**src/rtl/hcd_pkg.sv**
```systemverilog
// Package: register map, field layout and carrier types of the divider parameter bank
//
// Notes on behaviour
// Post divider code n divides by 2^n
// Integer parameter is an 18-bit value
// Integer bits from offsets 76, 77, 78
// Numerator nibble 79[3:0], bytes 80, 81
// Denominator nibble 79[7:4], low byte 75
// Fifth denominator bytes at offsets 82, 83
// Contents undefined; software programs before use
// Fourth denominator middle byte at offset 74
// Fifth denominator nibble from 87[7:4]
// Offset 76 bits 7,3:2 read zero
package hcd_pkg;

   // ------------------------------------------------------------
   // Bus geometry and answers
   // ------------------------------------------------------------
   localparam int         ADDR_W      = 9;
   localparam int         IDX_W       = 7;
   localparam logic [1:0] RESP_OKAY   = 2'h0;
   localparam logic [1:0] RESP_SLVERR = 2'h2;

   // ------------------------------------------------------------
   // Register indices; byte address is four times the index
   // ------------------------------------------------------------
   localparam logic [6:0] IDX_DEN4_MID  = 7'h4a;
   localparam logic [6:0] IDX_DEN4_LOW  = 7'h4b;
   localparam logic [6:0] IDX_PDIV_INT  = 7'h4c;
   localparam logic [6:0] IDX_INT_MID   = 7'h4d;
   localparam logic [6:0] IDX_INT_LOW   = 7'h4e;
   localparam logic [6:0] IDX_FRAC_HI   = 7'h4f;
   localparam logic [6:0] IDX_NUM_MID   = 7'h50;
   localparam logic [6:0] IDX_NUM_LOW   = 7'h51;
   localparam logic [6:0] IDX_DEN5_MID  = 7'h52;
   localparam logic [6:0] IDX_DEN5_LOW  = 7'h53;
   localparam logic [6:0] IDX_DEN5_HI   = 7'h57;

   // ------------------------------------------------------------
   // Storage slots, in the order of the index table
   // ------------------------------------------------------------
   localparam int NREG        = 11;
   localparam int SL_DEN4_MID = 0;
   localparam int SL_DEN4_LOW = 1;
   localparam int SL_PDIV_INT = 2;
   localparam int SL_INT_MID  = 3;
   localparam int SL_INT_LOW  = 4;
   localparam int SL_FRAC_HI  = 5;
   localparam int SL_NUM_MID  = 6;
   localparam int SL_NUM_LOW  = 7;
   localparam int SL_DEN5_MID = 8;
   localparam int SL_DEN5_LOW = 9;
   localparam int SL_DEN5_HI  = 10;

   localparam logic [6:0] REG_IDX [NREG] = '{
      IDX_DEN4_MID, IDX_DEN4_LOW, IDX_PDIV_INT, IDX_INT_MID, IDX_INT_LOW, IDX_FRAC_HI,
      IDX_NUM_MID, IDX_NUM_LOW, IDX_DEN5_MID, IDX_DEN5_LOW, IDX_DEN5_HI};

   // ------------------------------------------------------------
   // Field layout, writable masks and reset values
   // ------------------------------------------------------------
   localparam int         PDIV_MSB    = 6;
   localparam int         PDIV_LSB    = 4;
   localparam int         INT_HI_MSB  = 1;
   localparam int         NUM_HI_MSB  = 3;
   localparam int         DEN_HI_MSB  = 7;
   localparam int         DEN_HI_LSB  = 4;
   localparam logic [7:0] MASK_FULL   = 8'hff;
   localparam logic [7:0] MASK_PDIV   = 8'h73;
   localparam logic [7:0] PARAM_RESET = 8'h00;
   localparam logic [7:0] RATIO_ONE   = 8'h01;

   localparam logic [7:0] REG_MASK [NREG] = '{
      MASK_FULL, MASK_FULL, MASK_PDIV, MASK_FULL, MASK_FULL, MASK_FULL,
      MASK_FULL, MASK_FULL, MASK_FULL, MASK_FULL, MASK_FULL};

   // ------------------------------------------------------------
   // Carrier toward the divider datapath
   // ------------------------------------------------------------
   typedef struct packed {
      logic [2:0]  post_divider_select;
      logic [17:0] div4_integer_param;
      logic [19:0] div4_numerator_param;
      logic [19:0] div4_denominator_param;
      logic [19:0] div5_denominator_param;
   } hcd_div_cfg_t;

endpackage

```
**src/rtl/hcd_byte_reg.sv**
```systemverilog
// One byte-wide parameter register with a mask of writable bits
`timescale 1ns/100ps
module hcd_byte_reg #(
   parameter logic [7:0] MASK = 8'hff,
   parameter logic [7:0] RST  = 8'h00
) (
   input  wire  logic       aclk,     // Bus clock
   input  wire  logic       aresetn,  // Synchronous reset, active low
   input  wire  logic       wr_en,    // Store strobe
   input  wire  logic [7:0] wr_data,  // Byte to store
   output logic       [7:0] q         // Stored byte
);
   logic [7:0] q_d;

   always_comb begin
      q_d = q;
      if (wr_en) begin
         q_d = wr_data & MASK;
      end
   end

   always_ff @(posedge aclk) begin
      if (!aresetn) begin
         q <= RST;
      end else begin
         q <= q_d;
      end
   end
endmodule

```
**src/rtl/hcd_param_regs.sv**
```systemverilog
// AXI4-Lite register bank holding the fourth and fifth divider parameters
//
// Added by the designer: the AXI4-Lite register port.
`timescale 1ns/100ps
module hcd_param_regs (
   input  wire  logic                      aclk,               // Bus clock
   input  wire  logic                      aresetn,            // Synchronous reset, active low
   input  wire  logic [hcd_pkg::ADDR_W-1:0] awaddr,            // Write address
   input  wire  logic                      awvalid,            // Write address valid
   output logic                            awready,            // Write address ready
   input  wire  logic [31:0]               wdata,              // Write data
   input  wire  logic [3:0]                wstrb,              // Write byte enables
   input  wire  logic                      wvalid,             // Write data valid
   output logic                            wready,             // Write data ready
   output logic [1:0]                      bresp,              // Write response
   output logic                            bvalid,             // Write response valid
   input  wire  logic                      bready,             // Write response ready
   input  wire  logic [hcd_pkg::ADDR_W-1:0] araddr,            // Read address
   input  wire  logic                      arvalid,            // Read address valid
   output logic                            arready,            // Read address ready
   output logic [31:0]                     rdata,              // Read data
   output logic [1:0]                      rresp,              // Read response
   output logic                            rvalid,             // Read data valid
   input  wire  logic                      rready,             // Read data ready
   output hcd_pkg::hcd_div_cfg_t           cfg,                // Fields toward the dividers
   output logic [7:0]                      post_divide_ratio   // Decoded post divide ratio
);
   import hcd_pkg::*;

   // ------------------------------------------------------------
   // Bus state
   // ------------------------------------------------------------
   logic                    awready_q, awready_d;
   logic                    wready_q, wready_d;
   logic                    aw_full_q, aw_full_d;
   logic                    w_full_q, w_full_d;
   logic [IDX_W-1:0]        aw_idx_q, aw_idx_d;
   logic [7:0]              w_byte_q, w_byte_d;
   logic                    w_lane_q, w_lane_d;
   logic                    bvalid_q, bvalid_d;
   logic [1:0]              bresp_q, bresp_d;
   logic                    arready_q, arready_d;
   logic                    rvalid_q, rvalid_d;
   logic [31:0]             rdata_q, rdata_d;
   logic [1:0]              rresp_q, rresp_d;
   logic [7:0]              ratio_q, ratio_d;

   logic                    aw_take, w_take, ar_take, do_write;
   logic                    wr_hit, rd_hit;
   logic [IDX_W-1:0]        ar_idx;
   logic [7:0]              rd_byte;
   logic [NREG-1:0]         wr_sel;
   logic [7:0]              q [NREG];

   assign aw_take  = awvalid && awready_q;
   assign w_take   = wvalid && wready_q;
   assign ar_take  = arvalid && arready_q;
   // Address and data may arrive in either order; store once both are held
   assign do_write = aw_full_q && w_full_q && !bvalid_q;
   assign ar_idx   = araddr[ADDR_W-1:2];

   // ------------------------------------------------------------
   // Register storage
   // ------------------------------------------------------------
   // Only byte lane 0 carries data; upper lanes hold nothing
   generate
      for (genvar i = 0; i < NREG; i++) begin : g_reg
         assign wr_sel[i] = do_write && w_lane_q && (aw_idx_q == REG_IDX[i]);
         hcd_byte_reg #(
            .MASK (REG_MASK[i]),
            .RST  (PARAM_RESET)
         ) u_reg (
            .aclk    (aclk),
            .aresetn (aresetn),
            .wr_en   (wr_sel[i]),
            .wr_data (w_byte_q),
            .q       (q[i])
         );
      end
   endgenerate

   // ------------------------------------------------------------
   // Address decode
   // ------------------------------------------------------------
   always_comb begin
      wr_hit  = 1'b0;
      rd_hit  = 1'b0;
      rd_byte = 8'h00;
      for (int i = 0; i < NREG; i++) begin
         if (aw_idx_q == REG_IDX[i]) begin
            wr_hit = 1'b1;
         end
         if (ar_idx == REG_IDX[i]) begin
            rd_hit  = 1'b1;
            rd_byte = q[i];
         end
      end
   end

   // ------------------------------------------------------------
   // Write channel
   // ------------------------------------------------------------
   always_comb begin
      aw_full_d = aw_full_q || aw_take;
      w_full_d  = w_full_q || w_take;
      aw_idx_d  = aw_take ? awaddr[ADDR_W-1:2] : aw_idx_q;
      w_byte_d  = w_take ? wdata[7:0] : w_byte_q;
      w_lane_d  = w_take ? wstrb[0] : w_lane_q;
      bvalid_d  = bvalid_q && !bready;
      bresp_d   = bresp_q;
      if (do_write) begin
         aw_full_d = 1'b0;
         w_full_d  = 1'b0;
         bvalid_d  = 1'b1;
         bresp_d   = wr_hit ? RESP_OKAY : RESP_SLVERR;
      end
      // Hold both channels off until the response is taken
      awready_d = !aw_full_d && !bvalid_d;
      wready_d  = !w_full_d && !bvalid_d;
   end

   always_ff @(posedge aclk) begin
      if (!aresetn) begin
         awready_q <= 1'b0;
         wready_q  <= 1'b0;
         aw_full_q <= 1'b0;
         w_full_q  <= 1'b0;
         aw_idx_q  <= '0;
         w_byte_q  <= 8'h00;
         w_lane_q  <= 1'b0;
         bvalid_q  <= 1'b0;
         bresp_q   <= RESP_OKAY;
      end else begin
         awready_q <= awready_d;
         wready_q  <= wready_d;
         aw_full_q <= aw_full_d;
         w_full_q  <= w_full_d;
         aw_idx_q  <= aw_idx_d;
         w_byte_q  <= w_byte_d;
         w_lane_q  <= w_lane_d;
         bvalid_q  <= bvalid_d;
         bresp_q   <= bresp_d;
      end
   end

   // ------------------------------------------------------------
   // Read channel
   // ------------------------------------------------------------
   always_comb begin
      rvalid_d  = rvalid_q && !rready;
      rdata_d   = rdata_q;
      rresp_d   = rresp_q;
      if (ar_take) begin
         rvalid_d = 1'b1;
         rdata_d  = {24'h000000, rd_byte};
         rresp_d  = rd_hit ? RESP_OKAY : RESP_SLVERR;
      end
      arready_d = !rvalid_d;
   end

   always_ff @(posedge aclk) begin
      if (!aresetn) begin
         arready_q <= 1'b0;
         rvalid_q  <= 1'b0;
         rdata_q   <= 32'h00000000;
         rresp_q   <= RESP_OKAY;
      end else begin
         arready_q <= arready_d;
         rvalid_q  <= rvalid_d;
         rdata_q   <= rdata_d;
         rresp_q   <= rresp_d;
      end
   end

   // ------------------------------------------------------------
   // Field assembly toward the divider datapath
   // ------------------------------------------------------------
   // Reset zeros only give a known start; software programs all fields first
   assign cfg.post_divider_select    = q[SL_PDIV_INT][PDIV_MSB:PDIV_LSB];
   assign cfg.div4_integer_param     = {q[SL_PDIV_INT][INT_HI_MSB:0],
                                        q[SL_INT_MID], q[SL_INT_LOW]};
   assign cfg.div4_numerator_param   = {q[SL_FRAC_HI][NUM_HI_MSB:0],
                                        q[SL_NUM_MID], q[SL_NUM_LOW]};
   assign cfg.div4_denominator_param = {q[SL_FRAC_HI][DEN_HI_MSB:DEN_HI_LSB],
                                        q[SL_DEN4_MID], q[SL_DEN4_LOW]};
   assign cfg.div5_denominator_param = {q[SL_DEN5_HI][DEN_HI_MSB:DEN_HI_LSB],
                                        q[SL_DEN5_MID], q[SL_DEN5_LOW]};

   // Ratio lags the select field by one cycle to keep the output registered
   always_comb begin
      ratio_d = 8'(RATIO_ONE << cfg.post_divider_select);
   end

   always_ff @(posedge aclk) begin
      if (!aresetn) begin
         ratio_q <= RATIO_ONE;
      end else begin
         ratio_q <= ratio_d;
      end
   end

   assign awready           = awready_q;
   assign wready            = wready_q;
   assign bvalid            = bvalid_q;
   assign bresp             = bresp_q;
   assign arready           = arready_q;
   assign rvalid            = rvalid_q;
   assign rdata             = rdata_q;
   assign rresp             = rresp_q;
   assign post_divide_ratio = ratio_q;

   logic wr_lane_ok;
   assign wr_lane_ok = do_write && w_lane_q;
endmodule

```
**config.mk**
```make
export PLATFORM = sky130hd
export DESIGN_NAME = hcd_param_regs
export DESIGN_NICKNAME = d
export VERILOG_FILES = /design/src/rtl/hcd_pkg.sv /design/src/rtl/hcd_byte_reg.sv /design/src/rtl/hcd_param_regs.sv
export SDC_FILE = /design/constraint.sdc
export NUM_CORES = 1
export LEC_CHECK = 0
export ABC_CLOCK_PERIOD_IN_PS = 1800
export BUFFER_PORTS_ARGS = -buffer_cell sky130_fd_sc_hd__buf_2
export CORE_MARGIN = 1.5
export CORE_UTILIZATION = 46
export CTS_CLUSTER_SIZE = 20
export DETAILED_ROUTE_END_ITERATION = 7
export GPL_ROUTABILITY_DRIVEN = 0
export HOLD_SLACK_MARGIN = 0.05
export PLACE_DENSITY = 0.86
export SYNTH_ARGS = -nofsm -noshare
export SYNTH_HDL_FRONTEND = slang
export SYNTH_HIERARCHICAL = 1
export SYNTH_SLANG_ARGS = --single-unit
```
**constraint.sdc**
```tcl
create_clock -name aclk -period 1.8 [get_ports aclk]
set_input_delay 0.09 -clock aclk [delete_from_list [all_inputs] [get_ports aclk]]
set_output_delay 0.09 -clock aclk [all_outputs]
set_load 0.1 [all_outputs]
```
# --- Word-level counts from Yosys, hierarchy flattened ---
# Cells that the tools add are included.
# Widths: inputs -> output; s select.
word_totals:
  reg_bits: 128
  out_inout_bits: 130
  elab_cells: 117
op_classes:
  eq_ne: 22
  n_shift: 1
  muxes: 39
  reduce_logical: 30
op_table:
  columns: ["operator", "count"]
  rows:
  - ["$eq 7x7->1 const B", 22]
  - ["$mux 8", 11]
  - ["$mux 1", 26]
  - ["$logic_and 1x1->1", 21]
  - ["$shl 1x3->8 const A", 1]
  - ["$logic_not 1->1", 7]
  - ["$mux 2", 2]
  - ["$logic_or 1x1->1", 2]

# --- Depth between registers and ports, before layout ---
# Gate-level depths: netlist (run 1).
depth:
  word_depth: 13
  mapped_depth: 8

# --- Cells and area by module ---
# The synthesis (run 1) kept the hierarchy.
by_module_without_submodules:
  columns: ["mod", "instances", "cells_each", "area_each_um2"]
  rows:
  - ["hcd_byte_reg at g_reg[0].u_reg ...", 10, 25, 301.5]
  - ["hcd_param_regs", 1, 367, 2785.2]
  - ["hcd_byte_reg at g_reg[2].u_reg", 1, 20, 219.0]

# --- Worst setup path before layout (run 1) ---
# No wires, ideal clock.
synth_timing:
  path_type: "reg2reg"
  startpoint: "reg bvalid_q (netlist: bvalid)"
  endpoint: "reg g_reg[6].u_reg.q[7]"
  setup_ns: 0.120
  arrival_time_ns: 2.032
  required_ns: 1.680
  setup_slack_ns: -0.352
  path_stages_with_launch: 8
  n_path_buf: 1
  cell_sequence: "dfxtp_1 > nor2_1 > nand2_1 > or3_1 > nor3_1 > buf_6 > mux2i_1 > nor2b_1"
synth_between:
  elab_chain_len: 4
synth_rtl:
  columns: ["item", "line_no", "text"]
  rows:
  - ["from (decl)", "hcd_param_regs.sv:40", "logic bvalid_q, bvalid_d;"]
  - ["from (signal assigned)", "hcd_param_regs.sv:141", "bvalid_q <= bvalid_d;"]
  - ["$logic_not 1->1", "hcd_param_regs.sv:59", "assign do_write = aw_full_q && w_full_q && !bvalid_q;"]
  - ["$logic_and 1x1->1", "hcd_param_regs.sv:59", null]
  - ["$logic_and 1x1->1", null, null]
  - ["$logic_and 1x1->1", "hcd_param_regs.sv:68", "assign wr_sel[i] = do_write && w_lane_q && (aw_idx_q == REG_IDX[i]);"]
  - ["named net wr_sel[6]", "hcd_param_regs.sv:52", "logic [NREG-1:0] wr_sel;"]
  - ["to (signal assigned)", "hcd_byte_reg.sv:26", "q <= q_d;"]
  - ["to (decl)", "hcd_byte_reg.sv:11", "output logic [7:0] q"]
# The timed path passes the listed nets, and every way through them passes these cells.
# A chain may end at the register's enable or synchronous reset.

# --- Final worst setup path (run 1) ---
layout_timing:
  startpoint: "reg aw_idx_q[4]"
  endpoint: "reg g_reg[3].u_reg.q[1]"
layout_between:
  elab_chain_len: 2
layout_rtl:
  columns: ["item", "line_no", "text"]
  rows:
  - ["from (decl)", "hcd_param_regs.sv:37", "logic [IDX_W-1:0] aw_idx_q, aw_idx_d;"]
  - ["from (signal assigned)", "hcd_param_regs.sv:138", "aw_idx_q <= aw_idx_d;"]
  - ["$eq 7x7->1", "hcd_param_regs.sv:68", null]
  - ["$logic_and 1x1->1", "hcd_param_regs.sv:68", null]
  - ["named net wr_sel[3]", "hcd_param_regs.sv:52", null]
  - ["to (signal assigned)", "hcd_byte_reg.sv:26", null]
  - ["to (decl)", "hcd_byte_reg.sv:11", null]
# The timed path passes the listed nets, and every way through them passes these cells.

==> results of run 1 <==
## metal layers
metal  vias up  routed length, um
met5         -                  0
met4         0                537
met3        51               1490
met2       275               8260
met1      2499               7250
li1       2510                  -
## layout make-up
type                       count  area (um2)
inverter                       7        26.3
tap                          172         215
clock buffer                  27         524
timing repair buffer         188        1200
fill                        1086        4940
multi-input combinational    467        3200
clock inverter                 5        27.5
sequential                   126        2540
## critical path: stages, from the launching register on
cell and delay, ns:
dfxtp_2 0.34, nor4bb_4 0.28, buf_4 0.16, nand4_1 0.19
nor2_1 0.16, buf_4 0.22, mux2i_1 0.23, nor2b_1 0.08
## logic make-up (layout without fill, tap and decap cells)
| group | count (synthesis) | after routing | synth area share [%] |
|---|---|---|---|
| other cells | 2 | 29 | 0.125 |
| flops | 126 | 126 | 41.9 |
| mux | 103 | 103 | 17.3 |
| simple gates | 235 | 235 | 21.4 |
| buf+inv | 71 | 227 | 7.96 |
| compound gates | 100 | 100 | 11.3 |
## flip-flops by register name (all words and copies together), names as in the netlist, 7 cells and up
register and flops:
post_divide_ratio 8, aw_idx_q 7, g.u_reg/q 85, w_byte_q 8, rdata 8
## layout by cell type, fill, tap and decap left out, drive strengths merged, types with 2 or more instances in the layout
master and instances:
buf 163, o22a 3, o21ai 15, mux2 7
nor2b 94, conb 29, inv 7, nor2 27
dlygate4sd3 25, and3 4, nand2b 9, a21boi 19
nand2 50, o2111ai 3, clkbuf 27, nor3 8
nand3 17, a211oi 2, nor4bb 2, a22oi 6
a2bb2oi 2, o22ai 14, dfxtp 126, o211ai 4
and2 4, nand4 10, o31ai 3, a21oi 18
clkinv 4, mux2i 96, or3 3, nor3b 4
## report_power, final
| group | leakage, nW | total, mW | internal, mW | switching [mW] |
|---|---|---|---|---|
| Combinational | 1.70 | 0.758 | 0.192 | 0.566 |
| Sequential | 1.02 | 2.90 | 2.83 | 0.0721 |
| Clock | 0.272 | 3.19 | 1.98 | 1.21 |
| Total | 2.99 | 6.85 | 5.00 | 1.85 |
## stage by stage
step | worst slack, ns | TNS (ns) | power (mW) | util (%) | hold WS (ns)
CTS | 0.00524 | 0 | 6.85 | 60.4 | 0.0535
global route | -0.104 | -1.79 | 7.05 | 61.0 | 0.0913
detailed placement | -0.0187 | -0.0718 | 3.66 | 53.8 | 0.351
global placement | 0.0584 | 0 | 3.65 | 53.8 | 0.349
floorplan | 0.0105 | 0 | 3.54 | - | 0.218
finish | 0.0293 | 0 | 6.85 | 61.0 | 0.0658
## worst paths after layout
path,endpoint,cells after the start,startpoint
min reg2reg,aw_idx_q[3],2,aw_idx_q[3]
min,aw_idx_q[2],3,awvalid
max,g_reg[3].u_reg/q[1],7,aw_idx_q[4]
max reg2reg,g_reg[3].u_reg/q[1],7,aw_idx_q[4]
## timing repair
action                                 in CTS  in global routing
setup buffers                               0                  1
setup endpoints to repair                  12                 66
endpoints found under the hold margin      22                  0
hold buffers                               25                  0
resized for setup                           7                 21
pin swaps                                   0                  3
==> results.sh, run 1 <==
export IMPL_outcome="completed"
export IMPL_startpoint_type="register"
export IMPL_start_util_pct=47.5
export IMPL_nets=868
export IMPL_num_vias=5335
export IMPL_grt_pass1_vias=4955
export IMPL_worst_pin_slew_ns=0.744
export IMPL_ir_worst_vdd_uv=568
export IMPL_yosysMostFrequentCell="dfxtp_1"
export IMPL_synth_top_area_share_pct=41.9
export IMPL_yosys_top_cells_count="126 x dfxtp_1, 96 x mux2i_1, 94 x nor2b_1"
export IMPL_cts_num_sinks=126
export IMPL_clk_path_buf_depth=2
export IMPL_synth_area_um2=6020
export IMPL_track_usage_pct=25.6
export IMPL_setup_viol=0
export IMPL_synthCells=637
export IMPL_synth_edf_count=0
export IMPL_overflow=0
export IMPL_yosys_top_cells_area="dfxtp_1 42%, mux2i_1 16%, nor2b_1 9.8%"
export IMPL_synthArstFlopShare_pct=0
export IMPL_cp_data_required_time_ns=2.11
export IMPL_final_area_um2=7730
export IMPL_htreeDepth=4
export IMPL_reg2reg_slack_ns=0.03
export IMPL_grt_setup_unrepaired="true"
export IMPL_die_y_um=117
export IMPL_busiest_layer="met2"
export IMPL_power_leakage_nw=2.99
export IMPL_cts_root_buf="clkbuf_16"
export IMPL_grtUsageMet3_pct=6.03
export IMPL_place_area_um2=6820
export IMPL_crit_fanout=8
export IMPL_maxCapViolations=0
export IMPL_ys_ff_latch=126
export IMPL_cts_made_buffers=17
export IMPL_drive_gt1_share_pct=27.6
export IMPL_clock_fmax_mhz=565
export IMPL_yosysSeqAreaShare_pct=41.9
export IMPL_via_per_inst=5.38
export IMPL_yosys_area_top_type="dfxtp_1"
export IMPL_relSlewSlack_pct=50.3
export IMPL_cts_tree="yes"
export IMPL_hold_viol=0
export IMPL_crit_type="reg -> reg"
export IMPL_period_needed_ns=1.77
export IMPL_drc=0
export IMPL_met1_usage_pct=32.9
export IMPL_ant_nets=0
export IMPL_grt_max_degree=106
export IMPL_fin_cells=992
export IMPL_grt_pass1_wl_mm=27.3
export IMPL_avgSynthCellArea_um2=9.45
export IMPL_end_kind="register"
export IMPL_fin_crit_sh_pct=98.4
export IMPL_num_io_pins=191
export IMPL_fp_dieW_um=117
export IMPL_synth_cell_type_count=50
export IMPL_ys_flop_type="dfxtp_1"
export IMPL_rows=41
export IMPL_p_per_area_nw_per_um2=886
export IMPL_wl_per_cell_um=17.7
export IMPL_syn_to_final_growth_pct=28.5
export IMPL_hpwl_mm=11.9
export IMPL_use_met2_pct=41.7
export IMPL_antenna_found_initial=0
export IMPL_routed_wl_mm=17.5
export IMPL_arrival_ns=2.08
export IMPL_core_area_um2=12700
export IMPL_finalMaxSlewViolations=0
export IMPL_diodes=0
export IMPL_hold_path_class="in -> reg"
export IMPL_port_buffers=133
export IMPL_drtIter0Drc=542
export IMPL_skew_ns=0.00899
export IMPL_ys_warnings_count=6
export IMPL_clk_pin_slew_ns=0.05
export IMPL_die_area_um2=13800
export IMPL_placed_cells=934
export IMPL_dr_pass1_iters=5
export IMPL_worstSkewPairLatency_ns=0.42
Note: power is estimated with default switching activity, not from simulation.
==> inputs of run 2 (changes only) <==
--- a/config.mk
+++ b/config.mk
@@ -10,3 +10,4 @@
 export CORE_MARGIN = 1.5
-export CORE_UTILIZATION = 46
+export CORE_UTILIZATION = 48
+export CTS_BUF_LIST = sky130_fd_sc_hd__clkbuf_8
 export CTS_CLUSTER_SIZE = 20
@@ -15,3 +16,4 @@
 export HOLD_SLACK_MARGIN = 0.05
-export PLACE_DENSITY = 0.86
+export PLACE_DENSITY = 0.89
+export SKIP_LAST_GASP = 1
 export SYNTH_ARGS = -nofsm -noshare
--- a/constraint.sdc
+++ b/constraint.sdc
@@ -3,2 +3,2 @@
 set_output_delay 0.09 -clock aclk [all_outputs]
-set_load 0.1 [all_outputs]
+set_load 0.01 [all_outputs]
==> run 2 against run 1 <==
Against the previous run: the run now ends with setup timing left; combinational power shrank 42%; register-to-register slack lost 0.05 ns; sequential cell count stayed put; cell count increased by 0.50%; count of clock-buffer cells in the layout shrank 6; power is 14% lower; clock power fell by 20%; critical path depth is the same; worst setup slack got worse by 0.045 ns.
==> results.sh, run 2 (same netlist as run 1, synthesis figures left out) <==
export IMPL_outcome="finished with violations"
export IMPL_violations="setup timing"
export IMPL_hpwl_mm=11.9
export IMPL_r2r_start="aw_idx_q[4]"
export IMPL_ir_worst_vdd_uv=565
export IMPL_crit_type="reg -> reg"
export IMPL_die_area_um2=13200
export IMPL_p_int_mw=4.51
export IMPL_skew_ns=0.0116
export IMPL_core_area_um2=12100
export IMPL_relSlewSlack_pct=55.3
export IMPL_setup_viol=1
export IMPL_maxCapViolations=0
export IMPL_rows=40
export IMPL_end_kind="register"
export IMPL_power_switching_mw=1.40
export IMPL_power_total_mw=5.90
export IMPL_slowest_stage="dfxtp_2"
export IMPL_htreeDepth=4
export IMPL_arrival_ns=2.16
export IMPL_cts_num_sinks=126
export IMPL_clk_path_buf_depth=2
export IMPL_diodes=0
export IMPL_cp_data_required_time_ns=2.14
export IMPL_finalMaxSlewViolations=0
export IMPL_max_stage_delay_ns=0.34
export IMPL_crit_fanout=8
export IMPL_top_register="g.u_reg/q"
export IMPL_dr_pass1_iters=7
export IMPL_power_frac_seq_pct=49.1
export IMPL_clock_fmax_mhz=551
export IMPL_final_common_cell="buf_2"
export IMPL_fin_crit_sh_pct=101
export IMPL_grt_setup_unrepaired="true"
export IMPL_hold_path_class="in -> reg"
export IMPL_worstSkewPairLatency_ns=0.45
export IMPL_holdPathEnd="rdata[1]"
export IMPL_hold_viol=0
export IMPL_start_util_pct=49.7
export IMPL_switching_share_pct=23.6
export IMPL_worst_pin_slew_ns=0.669
export IMPL_num_vias=5360
export IMPL_clockPowerShare_pct=43.4
export IMPL_pwr_share_comb_pct=7.5
export IMPL_grt_pass1_wl_mm=27.0
export IMPL_antenna_found_initial=0
export IMPL_reg2reg_slack_ns=-0.02
export IMPL_rr_worst_depth=7
export IMPL_die_y_um=115
export IMPL_period_needed_ns=1.82
export IMPL_drive_gt1_share_pct=27.4
export IMPL_fp_dieW_um=115
export IMPL_grt_max_degree=57
export IMPL_track_usage_pct=27.1
export IMPL_wl_per_cell_um=17.6
export IMPL_fin_tns_setup_ns=-0.0162
export IMPL_p_per_area_nw_per_um2=772
export IMPL_drc=0
export IMPL_reg2reg_to="g_reg[4].u_reg/q[0]"
export IMPL_clk_pin_slew_ns=0.08
export IMPL_min_from="araddr[8]"
export IMPL_largest_register_ffs=85
export IMPL_syn_to_final_growth_pct=27.0
export IMPL_worst_slack_ns=-0.0162
export IMPL_via_per_inst=5.38
export IMPL_overflow=0
export IMPL_cts_root_buf="clkbuf_8"
export IMPL_port_buffers=133
export IMPL_path_cells="nor4bb_4 > buf_4 > nand4_1 > nor2_1 > buf_6 > mux2i_2 > nor2b_1"
export IMPL_hold_depth=3
export IMPL_cts_tree="yes"
export IMPL_drtIter0Drc=461
export IMPL_cts_made_buffers=17
export IMPL_routed_wl_mm=17.6
export IMPL_nets=879
export IMPL_power_leakage_nw=2.98
export IMPL_num_io_pins=191
export IMPL_startpoint_type="register"
export IMPL_fillCellCount=1016
export IMPL_grt_pass1_vias=5079
export IMPL_final_cell_mix="133 x buf_2, 121 x dfxtp_1, 94 x nor2b_1, 94 x mux2i_1, 47 x nand2_1"
export IMPL_ant_nets=0
## run 2: cell types whose count changed in the layout (fill, tap and decap cells not counted), moves of 2 or more
cell / before / now
clkbuf_8: 4 / 21
clkbuf_1: 5 / 0
buf_4: 21 / 28
clkinv_2: 4 / 2
buf_12: 3 / 1
inv_1: 7 / 10
dlygate4sd3_1: 25 / 27
dfxtp_2: 11 / 5
bufinv_16: 0 / 3
dfxtp_1: 114 / 121
buf_6: 6 / 10
clkbuf_16: 18 / 0
## run 2: worst max path at each step
stage | start | end | slack (ns) | cells after the start
2_1_floorplan | bvalid | g_reg[6].u_reg/q[0] | 0.10 | 7
6_report | aw_idx_q[4] | g_reg[4].u_reg/q[0] | -0.02 | 7
4_1_cts | w_full_q | g_reg[6].u_reg/q[6] | -0.01 | 8
5_1_grt | aw_idx_q[4] | g_reg[4].u_reg/q[0] | -0.12 | 7
3_5_place_dp | w_full_q | g_reg[6].u_reg/q[6] | -0.14 | 8
3_3_place_gp | w_full_q | g_reg[6].u_reg/q[6] | 0.01 | 8
## run 2: power groups by stage
stage / clock (mW) / sequential [mW] / combinational, mW
floorplan: 0 / 2.93 / 0.284
finish: 2.56 / 2.90 / 0.442
global route: 2.71 / 2.90 / 0.480
CTS: 2.59 / 2.89 / 0.429
global placement: 0 / 2.95 / 0.375
detailed placement: 0 / 2.95 / 0.380
## run 2: critical path, delay by kind of cell, from the launching register on
family	cells	cell delay [ns]
flops	1	0.34
buf+inv	2	0.38
mux	1	0.24
simple gates	4	0.75
## run 2: through the flow
step | util [%] | cells | hold slack (ns) | cell area (um2) | setup slack (ns)
2_1_floorplan | - | 664 | 0.218 | 6120 | 0.102
3_3_place_gp | 56.4 | 937 | 0.352 | 6830 | 0.0103
3_5_place_dp | 56.4 | 937 | 0.352 | 6830 | -0.135
4_1_cts | 62.4 | 994 | 0.0580 | 7560 | -0.0112
5_1_grt | 63.1 | 997 | 0.0958 | 7640 | -0.119
6_report | 63.1 | 997 | 0.0933 | 7640 | -0.0162
## run 2: timing repair
item	in CTS	in global routing
setup endpoints to repair	54	77
gates resized for setup	11	21
hold buffers	27	0
buffers inserted	0	3
endpoints found under the hold margin	29	0
pin swaps	4	8
## run 2: final cells by class
cell class | instances | area (um2) | share of cell area (%)
repair buffers | 199 | 1280 | 16.7
clock buffers | 21 | 289 | 3.78
clock inverters | 9 | 119 | 1.55
multi-input cells | 467 | 3190 | 41.8
flip-flops and latches | 126 | 2530 | 33.1
well taps | 168 | 210 | 2.75
inverters | 7 | 26.3 | 0.344
## run 2: routing by layer
metal	up-vias	global-route usage, %	part of all wire, %
li1	2525	-	-
met1	2507	34.2	42
met2	275	44.5	47
met3	53	6.80	7.5
met4	0	10.6	2.8
met5	-	0	0
==> inputs of run 3 (changes only) <==
--- a/config.mk
+++ b/config.mk
@@ -7,2 +7,3 @@
 export LEC_CHECK = 0
+export ABC_AREA = 1
 export ABC_CLOCK_PERIOD_IN_PS = 1800
@@ -10,3 +11,3 @@
 export CORE_MARGIN = 1.5
-export CORE_UTILIZATION = 48
+export CORE_UTILIZATION = 49
 export CTS_BUF_LIST = sky130_fd_sc_hd__clkbuf_8
--- a/constraint.sdc
+++ b/constraint.sdc
@@ -3,2 +3,2 @@
 set_output_delay 0.09 -clock aclk [all_outputs]
-set_load 0.01 [all_outputs]
+set_load 0.005 [all_outputs]
==> run 3 against run 2 <==
Against the previous run: the flow finishes with violations (DRC); first-iteration DRC count rose by 31%; synthesized cell count up 55%; sequential share of layout area fell by 0.21 points; register-to-register slack gained 0.12 ns; synthesized area is 7.5% higher; critical path type unchanged; largest cell class unchanged; highest routed layer unchanged.
==> results.sh, run 3 <==
export IMPL_yosys_top_cells_count="254 x nand2_1, 241 x nor2_1, 140 x inv_1"
export IMPL_synth_cell_type_count=31
export IMPL_synth_edf_count=0
export IMPL_power_leakage_nw=3.70
export IMPL_final_common_cell="nand2_1"
export IMPL_ys_warnings_count=6
export IMPL_drtIter0Drc=602
export IMPL_worst_pin_slew_ns=0.736
export IMPL_routed_wl_mm=18.3
export IMPL_crit_fanout=16
export IMPL_cts_root_buf="clkbuf_8"
export IMPL_nets=1204
export IMPL_hpwl_mm=12.5
export IMPL_path_buf_inv=3
export IMPL_avgSynthCellArea_um2=6.53
export IMPL_synth_area_um2=6470
export IMPL_ys_flop_type="dfxtp_1"
export IMPL_crit_family="simple AND/OR/NAND/NOR gates"
export IMPL_wl_per_cell_um=13.8
export IMPL_hold_path_class="in -> reg"
export IMPL_overflow=0
export IMPL_outcome="finished with violations"
export IMPL_yosys_top_cells_area="dfxtp_1 39%, nand2_1 15%, nor2_1 14%"
export IMPL_path_cells="inv_1 > nor2_2 > inv_1 > nor4_2 > nand2_1 > nor2_1 > buf_4 > nand2_1 > nand2_1 > nor2_1"
export IMPL_drive_gt1_share_pct=19.9
export IMPL_period_needed_ns=1.70
export IMPL_hold_ws_ns=0.0875
export IMPL_p_per_area_nw_per_um2=793
export IMPL_yosysSeqAreaShare_pct=39.0
export IMPL_synth_top_area_share_pct=39.0
export IMPL_antenna_found_initial=0
export IMPL_worstSkewPairLatency_ns=0.45
export IMPL_hold_viol=0
export IMPL_rows=41
export IMPL_cp_data_required_time_ns=2.15
export IMPL_diodes=0
export IMPL_syn_to_final_growth_pct=18.6
export IMPL_track_usage_pct=25.8
export IMPL_arrival_ns=2.04
export IMPL_slowest_stage="dfxtp_1"
export IMPL_ir_worst_vdd_uv=483
export IMPL_cts_made_buffers=17
export IMPL_worst_slack_ns=0.103
export IMPL_final_util_pct=60.1
export IMPL_largest_register_ffs=85
export IMPL_end_kind="register"
export IMPL_die_area_um2=13900
export IMPL_cts_num_sinks=126
export IMPL_synthCells=990
export IMPL_num_vias=6513
export IMPL_clk_path_buf_depth=2
export IMPL_clk_pin_slew_ns=0.08
export IMPL_max_stage_delay_ns=0.31
export IMPL_startpoint_type="register"
export IMPL_port_buffers=133
export IMPL_maxCapViolations=0
export IMPL_yosysMostFrequentCell="nand2_1"
export IMPL_ys_ff_latch=126
export IMPL_cts_tree="yes"
export IMPL_dp_slack_ns=0.0675
export IMPL_drc=1
export IMPL_cts_setup_buffers=0
export IMPL_dr_pass1_iters=8
export IMPL_violations="DRC"
export IMPL_skew_ns=0.0129
export IMPL_top_register="g.u_reg/q"
export IMPL_core_area_um2=12800
export IMPL_clock_fmax_mhz=589
export IMPL_grt_pass1_vias=5808
export IMPL_relSlewSlack_pct=50.9
export IMPL_grt_max_degree=66
export IMPL_crit_type="reg -> reg"
export IMPL_power_total_mw=6.09
export IMPL_grt_pass1_wl_mm=28.4
export IMPL_htreeDepth=4
export IMPL_cpMostUsedCell="nand2_1"
export IMPL_via_per_inst=4.90
export IMPL_synthArstFlopShare_pct=0
export IMPL_finalMaxSlewViolations=0
export IMPL_start_util_pct=50.6
export IMPL_die_y_um=118
export IMPL_final_cell_mix="252 x nand2_1, 238 x nor2_1, 139 x inv_1"
export IMPL_yosys_area_top_type="dfxtp_1"
export IMPL_fp_dieW_um=118
export IMPL_fin_crit_sh_pct=94.3
export IMPL_num_io_pins=191
export IMPL_ant_nets=0
export IMPL_setup_viol=0
==> run 3: cell types whose count changed after synthesis, moves of 9 or more <==
cell,previous run,this run
nor2b_1,94,0
o22ai_1,14,0
nor3_1,8,17
o21ai_0,13,25
a21boi_0,19,0
inv_1,7,140
nand2_1,49,254
buf_8,0,20
clkbuf_1,15,5
nand3_1,17,38
nand2_2,1,21
mux2i_1,96,0
nor2_1,27,241
nand2b_1,9,0
==> run 3: worst reg2reg max path: stages, from the launching register on <==
cell and delay (ns):
dfxtp_1 0.31, inv_1 0.06, nor2_2 0.21, inv_1 0.10
nor4_2 0.21, nand2_1 0.14, nor2_1 0.15, buf_4 0.24
nand2_1 0.08, nand2_1 0.06, nor2_1 0.04
==> run 3: worst paths after layout <==
check / cells after the start / end / from / slack [ns]
min: 5 / rdata[5] / arvalid / 0.09
min reg2reg: 2 / rdata[4] / rdata[4] / 0.47
max reg2reg: 10 / g_reg[1].u_reg/q[5] / aw_idx_q[6] / 0.10
max: 10 / g_reg[1].u_reg/q[5] / aw_idx_q[6] / 0.10
==> run 3: cells by family (layout without fill, tap and decap cells) <==
| kind of cell | Yosys count | after routing | synth area share, % |
|---|---|---|---|
| simple gates | 593 | 593 | 37.2 |
| buf+inv | 211 | 350 | 18.8 |
| other cells | 2 | 29 | 0.116 |
| compound gates | 58 | 58 | 4.84 |
| flops | 126 | 126 | 39.0 |
==> run 3: power breakdown <==
| group | internal (mW) | switching (mW) | total (mW) |
|---|---|---|---|
| Clock | 1.54 | 1.17 | 2.71 |
| Sequential | 2.83 | 0.0997 | 2.93 |
| Combinational | 0.171 | 0.277 | 0.448 |
| Total | 4.54 | 1.54 | 6.09 |
==> run 3: area by class of cell <==
cell class                      count  area, um2
Fill cell                        1157       5100
Multi-Input combinational cell    680       2890
Sequential cell                   126       2520
Timing Repair Buffer              176       1070
Inverter                          142        533
Clock buffer                       18        248
Tap cell                          172        215
Clock inverter                     14        193
==> run 3: routing by layer <==
layer,track usage [%],vias up,wire [um],part of all wire [%]
met5,0,-,0,0
met4,13.6,0,841,4.6
met3,6.25,71,1720,9.4
met2,42.8,326,8590,47
met1,30.9,2902,7130,39
li1,-,3214,-,-
==> run 3: stage by stage <==
| stage | area (um2) | TNS, ns | cells |
|---|---|---|---|
| floorplan | 6570 | 0 | 1017 |
| global placement | 6950 | 0 | 1274 |
| detailed placement | 6950 | 0 | 1274 |
| CTS | 7570 | 0 | 1324 |
| global route | 7670 | -0.00199 | 1328 |
| finish | 7670 | 0 | 1328 |
==> run 3: timing repair <==
| item | 4_1_cts | 5_1_grt |
|---|---|---|
| endpoints found under the hold margin | 21 | 0 |
| hold buffers | 18 | 0 |
| resized for setup | 0 | 31 |
| endpoints found under the setup margin | 0 | 63 |
